<file path="config.mk">
export PLATFORM = sky130hd
export DESIGN_NAME = sram_ctrl
export DESIGN_NICKNAME = d
export VERILOG_FILES = /design/src/design/sram_ctrl_pkg.sv /design/src/design/sram_ctrl.sv /design/src/design/sync2.sv
export VERILOG_INCLUDE_DIRS = /design/src /design/src/design
export SDC_FILE = /design/constraint.sdc
export NUM_CORES = 1
export LEC_CHECK = 0
export ABC_CLOCK_PERIOD_IN_PS = 2000
export BUFFER_PORTS_ARGS = -buffer_cell sky130_fd_sc_hd__buf_2
export CAP_MARGIN = 20
export CORE_MARGIN = 3
export CORE_UTILIZATION = 50
export CTS_BUF_LIST = sky130_fd_sc_hd__clkbuf_4 sky130_fd_sc_hd__clkbuf_8 sky130_fd_sc_hd__clkbuf_16
export DETAILED_ROUTE_END_ITERATION = 10
export GPL_ROUTABILITY_DRIVEN = 0
export PLACE_DENSITY = 0.83
export SYNTH_ARGS = -nofsm -noshare
export SYNTH_HDL_FRONTEND = slang
export SYNTH_SLANG_ARGS = --single-unit
export TNS_END_PERCENT = 30
</file>
<file path="constraint.sdc">
create_clock -name clk -period 2 [get_ports clk]
set_input_delay 0.1 -clock clk [delete_from_list [all_inputs] [get_ports clk]]
set_output_delay 0.1 -clock clk [all_outputs]
set_load 0.01 [all_outputs]
</file>
<file path="src/design/sram_ctrl_defines.svh">
// Timing and geometry constants for the static memory controller
`ifndef SRAM_CTRL_DEFINES_SVH
`define SRAM_CTRL_DEFINES_SVH

`define CLK_PERIOD_NS        100
`define ADDR_W               15
`define DATA_W               8
`define WORD_COUNT           32768
// Slow grade figures, the safer of the two grades
`define WRITE_CYCLE_MIN_NS   45
`define WRITE_PULSE_MIN_NS   25
`define DATA_SETUP_MIN_NS    20
`define READ_CYCLE_MIN_NS    45
`define ACCESS_MAX_NS        45
`define BUS_RELEASE_MAX_NS   20
// Least times rounded up to whole cycles, never below one
`define NS2CYC(t)            ((((t) + `CLK_PERIOD_NS - 1) / `CLK_PERIOD_NS) \
                              < 1 ? 1 : (((t) + `CLK_PERIOD_NS - 1) \
                              / `CLK_PERIOD_NS))
`define WRITE_PULSE_CYC      `NS2CYC(`WRITE_PULSE_MIN_NS)
`define DATA_SETUP_CYC       `NS2CYC(`DATA_SETUP_MIN_NS)
`define ACCESS_CYC           `NS2CYC(`ACCESS_MAX_NS)
`define RELEASE_CYC          `NS2CYC(`BUS_RELEASE_MAX_NS)
`define RECOVERY_CYC         `NS2CYC(`READ_CYCLE_MIN_NS)
`define CNT_W                4

`endif

</file>
<file path="src/design/sram_ctrl_pkg.sv">
// Types shared by the static memory controller
package sram_ctrl_pkg;
    typedef enum logic [2:0] {
        ST_IDLE    = 3'b000,
        ST_W_SETUP = 3'b001,
        ST_W_PULSE = 3'b010,
        ST_W_END   = 3'b011,
        ST_R_SETUP = 3'b100,
        ST_R_WAIT  = 3'b101,
        ST_R_END   = 3'b110,
        ST_RETAIN  = 3'b111
    } ctrl_state_e;
endpackage

</file>
<file path="src/design/sram_ctrl.sv">
// Host controller driving an asynchronous 32K x 8 static memory
`include "sram_ctrl_defines.svh"
`timescale 1ns/1ps
module sram_ctrl
    import sram_ctrl_pkg::*;
#(
    parameter int AW = `ADDR_W,
    parameter int DW = `DATA_W
) (
    // Clock and reset
    input  wire logic          clk,
    input  wire logic          rst_n,
    // User request
    input  wire logic          req_valid,
    input  wire logic          req_write,
    input  wire logic [AW-1:0] req_addr,
    input  wire logic [DW-1:0] req_wdata,
    output logic               req_ready,
    output logic               rsp_valid,
    output logic [DW-1:0]      rsp_rdata,
    // Retention control
    input  wire logic          retain_req,
    output logic               retain_ok,
    // Memory pins
    output logic [AW-1:0]      word_address,
    output logic               chip_sel_n,
    output logic               out_en_n,
    output logic               write_en_n,
    output logic [DW-1:0]      data_bus_o,
    output logic               data_bus_oe,
    input  wire logic [DW-1:0] data_bus_i
);
    import sram_ctrl_pkg::*;

    localparam logic [`CNT_W-1:0] PULSE_CYC = `CNT_W'(`WRITE_PULSE_CYC);
    localparam logic [`CNT_W-1:0] SETUP_CYC = `CNT_W'(`DATA_SETUP_CYC);
    localparam logic [`CNT_W-1:0] ACC_CYC   = `CNT_W'(`ACCESS_CYC + 2);
    localparam logic [`CNT_W-1:0] REL_CYC   = `CNT_W'(`RELEASE_CYC);
    localparam logic [`CNT_W-1:0] REC_CYC   = `CNT_W'(`RECOVERY_CYC);

    ////////////////////////////////////////////////////////////////////////
    // State and pin registers
    ctrl_state_e       state_r, state_nxt;
    logic [`CNT_W-1:0] cnt_r, cnt_nxt;
    logic [DW-1:0]     rd_sync;

    // Read data pass two flops before use; costs two cycles of latency
    // but keeps a settling bus away from any logic
    sync2 #(.W(DW)) u_rd_sync (
        .clk   (clk),
        .rst_n (rst_n),
        .d     (data_bus_i),
        .q     (rd_sync)
    );

    wire cnt_done   = (cnt_r == '0);
    // Requests count only while ready shows, so none is taken straight
    // out of reset; retention wins over a request in the same cycle
    wire take_write = req_valid && req_ready && req_write && !retain_req;
    wire take_read  = req_valid && req_ready && !req_write && !retain_req;
    // Any state change reloads the counter for the state entered
    wire cnt_load   = (state_r != state_nxt);

    ////////////////////////////////////////////////////////////////////////
    // Sequencer
    always_comb begin
        state_nxt = state_r;
        case (state_r)
            ST_IDLE: begin
                if (retain_req)
                    state_nxt = ST_RETAIN;
                else if (take_write)
                    state_nxt = ST_W_SETUP;
                else if (take_read)
                    state_nxt = ST_R_SETUP;
            end
            // One cycle of address and data setup before strobes fall
            ST_W_SETUP: state_nxt = ST_W_PULSE;
            ST_W_PULSE: begin
                if (cnt_done)
                    state_nxt = ST_W_END;
            end
            ST_W_END:   state_nxt = ST_IDLE;
            // Address settles a cycle before chip select falls
            ST_R_SETUP: state_nxt = ST_R_WAIT;
            ST_R_WAIT: begin
                if (cnt_done)
                    state_nxt = ST_R_END;
            end
            ST_R_END:   state_nxt = ST_IDLE;
            ST_RETAIN: begin
                // Stay until the request drops and recovery has run
                if (!retain_req && cnt_done)
                    state_nxt = ST_IDLE;
            end
            default:    state_nxt = ST_IDLE;
        endcase
    end

    // Pulse length covers both the pulse minimum and data setup
    wire [`CNT_W-1:0] w_len = (PULSE_CYC > SETUP_CYC) ? PULSE_CYC : SETUP_CYC;

    always_comb begin
        cnt_nxt = cnt_done ? cnt_r : cnt_r - `CNT_W'(1);
        if (cnt_load) begin
            case (state_nxt)
                ST_W_PULSE: cnt_nxt = w_len - `CNT_W'(1);
                ST_R_WAIT:  cnt_nxt = ACC_CYC - `CNT_W'(1);
                ST_RETAIN:  cnt_nxt = REC_CYC;
                default:    cnt_nxt = '0;
            endcase
        end else if (state_r == ST_RETAIN && retain_req) begin
            // Reload while held, so recovery counts from the release
            cnt_nxt = REC_CYC;
        end
    end

    ////////////////////////////////////////////////////////////////////////
    // Pin values for the next cycle
    // Phase decode of a state, shared by the strobe and bus logic
    function automatic logic is_write_state(input ctrl_state_e s);
        return (s == ST_W_SETUP) || (s == ST_W_PULSE) || (s == ST_W_END);
    endfunction

    function automatic logic is_read_state(input ctrl_state_e s);
        return (s == ST_R_SETUP) || (s == ST_R_WAIT) || (s == ST_R_END);
    endfunction

    // States in which the memory is selected
    function automatic logic is_select_state(input ctrl_state_e s);
        return (s == ST_W_PULSE) || (s == ST_R_WAIT) || (s == ST_R_END);
    endfunction

    wire in_write  = is_write_state(state_nxt);
    wire in_read   = is_read_state(state_nxt);
    // Chip select and write enable assert only once address and data have settled; output enable falls with the address
    wire cs_nxt_n  = !is_select_state(state_nxt);
    wire we_nxt_n  = (state_nxt != ST_W_PULSE);
    wire oe_nxt_n  = !in_read;
    wire load_req  = (state_r == ST_IDLE) && (take_write || take_read)
                     && !retain_req;
    // Answer strobe: the last read state has seen data through two flops
    wire rsp_nxt   = (state_r == ST_R_END);
    wire ready_nxt = (state_nxt == ST_IDLE) && !retain_req;
    wire keep_nxt  = (state_nxt == ST_RETAIN) && retain_req;

    ////////////////////////////////////////////////////////////////////////
    // Sequencer registers
    always_ff @(posedge clk or negedge rst_n) begin
        if (!rst_n) begin
            state_r <= ST_IDLE;
            cnt_r   <= '0;
        end else begin
            state_r <= state_nxt;
            cnt_r   <= cnt_nxt;
        end
    end

    ////////////////////////////////////////////////////////////////////////
    // Memory strobes, all idle high out of reset
    always_ff @(posedge clk or negedge rst_n) begin
        if (!rst_n) begin
            chip_sel_n <= 1'b1;
            write_en_n <= 1'b1;
            out_en_n   <= 1'b1;
        end else begin
            // Chip select and write enable rise together to end a write
            chip_sel_n <= cs_nxt_n;
            write_en_n <= we_nxt_n;
            out_en_n   <= oe_nxt_n;
        end
    end

    ////////////////////////////////////////////////////////////////////////
    // Address and write data, held from one take to the next
    always_ff @(posedge clk or negedge rst_n) begin
        if (!rst_n) begin
            word_address <= '0;
            data_bus_o   <= '0;
            data_bus_oe  <= 1'b0;
        end else begin
            // Data driven over the whole write, released after the edge
            data_bus_oe <= in_write;
            if (load_req) begin
                word_address <= req_addr;
                data_bus_o   <= req_wdata;
            end
        end
    end

    ////////////////////////////////////////////////////////////////////////
    // User handshake and read answer
    always_ff @(posedge clk or negedge rst_n) begin
        if (!rst_n) begin
            req_ready <= 1'b0;
            rsp_valid <= 1'b0;
            rsp_rdata <= '0;
            retain_ok <= 1'b0;
        end else begin
            req_ready <= ready_nxt;
            rsp_valid <= rsp_nxt;
            retain_ok <= keep_nxt;
            // Read data stands until the next read answer replaces it
            if (rsp_nxt)
                rsp_rdata <= rd_sync;
        end
    end
endmodule

</file>
<file path="src/design/sync2.sv">
// Two-stage synchroniser for a bus of pin inputs
`timescale 1ns/1ps
module sync2 #(
    parameter int W = 8
) (
    // Clock and reset
    input  wire logic         clk,
    input  wire logic         rst_n,
    // Data
    input  wire logic [W-1:0] d,
    output logic      [W-1:0] q
);
    logic [W-1:0] meta_r;

    always_ff @(posedge clk or negedge rst_n) begin
        if (!rst_n) begin
            meta_r <= '0;
            q      <= '0;
        end else begin
            meta_r <= d;
            q      <= meta_r;
        end
    end
endmodule

</file>
==> results.toml <==
[route]
ant_nets = 0
drt_iter0_drc = 107
dr_total_vias = 1754
routed_wire_length_per_instance_um = 15.8
routed_wl_um = 5350
drt_first_pass_iters = 4
drc = 0
detail_route.vias_per_cell = 5.19

[global_route]
grt_antenna_before_repair = 0
grt_pass1_wl_um = 8230
maximum_number_of_pins_on_one_net_before_global_route_repair = 24
first_global_vias = 1773
gr-usage-all-layers_pct = 20.1
overflow_after_grt = 0

[power]
share_clk_of_total_power_pct = 23.2
intPower_mw = 3.24
switching_power_total_mw = 1.61
power_switching_share_pct = 33.2
share_comb_of_total_power_pct = 37.3
power.share.sequential_pct = 39.4
cellLeakagePower_nw = 1.68
ir_drop_v = 0.000775
total_power_divided_by_cell_area_mw_per_mm2 = 1450

[die]
io_pins = 74
fp.dieArea_mm2 = 0.00570
floorplan.core_area_mm2 = 0.00450
placementRows = 24
die_height_um = 75.5
die_width_um = 75.5
floorplan.initialDensity_pct = 53.7

[sta]
fin_tns_setup_ps = 0
worst_pin_slew_ps = 499
clock_skew_ps = 4.33
timing_hold_violations_final = 0
report.final.slew_viol_count = 0
timing.final.crit_share_pct = 91.0
maxClockFrequency_ghz = 0.549
setup_viol = 0
maxSlewHeadroom_pct = 66.7
finalCriticalPeriod_ps = 1820
unrepaired_setup_endpoints_after_global_routing = "no"

[clock_tree]
cts_htree_levels = 3
post_cts_resize_count = 0
total_cts_buffers = 9
cts_root_buffer = "clkbuf_8"
cts_tree = "done"
clock_pin_transition_on_the_worst_setup_and_hold_timing_paths_ps = 60
clock_tree.buffer_depth = 2
clock_insertion_delay_worst_skew_ps = 330
clkSinkCount = 61

[cells_and_area]
layout-area-overhead-vs-synth_pct = 38.1
stdcell_area_mm2 = 0.00334
share_of_post_route_cells_with_drive_strength_above_1_pct = 49.0
final_cell_count_no_fill = 338
nNetsFinal = 318
antenna_cells_inserted = 0

[synth]
synth_fp_nets = 208
netlist-cell-type-count = 42
synth.cell_area_mm2 = 0.00242
ys.warnings.count = 0
synth-seq-area-share_pct = 63.3
yosys_register_bits = 61
synthesis.area_per_instance_um2 = 14.1
synthesis.instances = 171

[setup_path]
critical_path_class = "reg -> reg"
worst-endpoint-required_ps = 2220
cp_max_stage_delay_ps = 480
critical_path.top_delay_family = "simple AND/OR/NAND/NOR gates"
crit_path_end_kind = "flop"
critPathSlowestCell = "or3b_1"
critPathLaunchType = "flop"
cell_breakdown_of_the_critical_path = "inv_1 -> ha_1 -> or3b_1 -> nor2_4 -> o21ai_2 -> a2111oi_2"
worstPathMaxFanout = 6
worst-path-buf-inv = 1
worstPathArrival_ps = 2040

[place]
dpl-instance-area_mm2 = 0.00285
placedCellCount = 295
io_buffers = 73
dp.final_hpwl_um = 3440

[outcome]
status = "complete, no violations"

[min_path]
hold_path.class = "in -> reg"

[job]
maxCapViolCount = 0
[power by group through the flow]
stage,sequential (mW),combinational (mW),clock (mW)
finish,1.92,1.81,1.13
global route,1.96,2.00,1.23
CTS,1.91,1.81,1.16
detailed placement,1.93,1.77,0
global placement,1.90,1.72,0
floorplan,2.01,1.05,0
[cell usage after synthesis, drive strengths merged]
library cell,count,area share (%)
o21bai,1,0.31
nor4b,1,0.36
nand3,2,0.41
dfstp,3,3.3
dfrtp,58,60
a31oi,3,0.78
mux2i,2,0.83
buf,9,2.7
a311oi,1,0.62
a2bb2oi,1,0.36
o22ai,2,0.78
o32ai,1,0.36
and3b,1,0.36
nor3,2,0.88
o21ai,5,1.2
o21a,1,0.31
inv,7,1.1
a311o,1,0.41
nor3b,2,1.3
nor4,2,0.52
a21oi,6,1.2
or3b,1,0.36
o311a,1,0.41
a2111oi,1,0.62
o311ai,1,0.36
and3,2,0.52
nand2b,1,0.26
mux2,31,14
nor2,8,1.6
nand2,8,1.2
or2,1,0.26
a21o,1,0.31
xnor2,2,0.72
ha,1,0.52
nor2b,1,0.26
[cell families after synthesis]
logic type / share of synthesized area, %
simple gates: 8.28
mux: 15.3
buf+inv: 3.83
compound gates: 8.08
fa+ha+maj: 0.518
flops: 63.3
xor+xnor: 0.725
[per-stage QoR]
step | total power, mW | hold slack (ps) | setup WS, ps | util (%)
after global placement | 3.62 | 82.6 | 238 | 63.4
after detailed placement | 3.70 | 82.3 | 178 | 63.4
after CTS | 4.88 | 0.0820 | 176 | 73.9
after floorplan | 3.07 | -196 | 304 | -
final | 4.86 | 15.2 | 179 | 74.1
after global routing | 5.19 | 0.0360 | 77.0 | 74.1
[final cells by class]
type / instances / area, um2
inverter: 7 / 26.3
tap: 52 / 65.1
clock inverter: 3 / 42.5
fill: 278 / 1160
timing repair buffer: 108 / 708
multi-input combinational: 94 / 795
clock buffer: 13 / 173
sequential: 61 / 1530
[placed cells by master, fill, tap and decap left out, drive strengths merged, types with 2 or more instances in the layout]
cell / n
a21oi: 6
inv: 7
nand2: 8
dlygate4sd3: 27
clkbuf: 13
and3: 2
nor4: 2
o21ai: 5
mux2: 31
nor3: 2
xnor2: 2
nor2: 8
buf: 81
dfstp: 3
o22ai: 2
nor3b: 2
nand3: 2
dfrtp: 58
mux2i: 2
a31oi: 3
[worst reg2reg max path, stage by stage (launching register included)]
cell and delay [ps]:
dfrtp_1 390, inv_1 80, ha_1 200, or3b_1 480
nor2_4 140, o21ai_2 80, a2111oi_2 350
[final timing paths]
check	slack [ps]	from	end	cells after the start
setup / recovery	180	cnt_r[0]	req_ready	6
hold / removal	20	req_addr[8]	word_address[8]	2
setup reg to reg	180	cnt_r[0]	req_ready	6
hold reg to reg	340	u_rd_sync.meta_r[2]	u_rd_sync.q[2]	0
max in group asynchronous	1030	rst_n	write_en_n	3
min in group asynchronous	270	rst_n	rsp_rdata[6]	2
[flip-flops by register name (all words and copies together) (netlist names), 3 cells and up]
name and flops:
cnt_r 4, u_rd_sync.q 8, word_address 15, data_bus_o 8
state_r 3, u_rd_sync.meta_r 8, rsp_rdata 8
[what timing repair did]
action / in CTS / in global routing
buffers inserted: 0 / 0
hold buffers: 26 / 1
endpoints found under the hold margin: 44 / 1
[metal layers]
layer | up-vias | track usage (%) | part of all wire [%]
met5 | - | 0 | 0
met4 | 0 | 8.16 | 1.9
met3 | 12 | 6.99 | 6.3
met2 | 64 | 34.1 | 54
met1 | 855 | 23.3 | 38
li1 | 823 | - | -
Note: power is estimated with default switching activity, not from simulation.
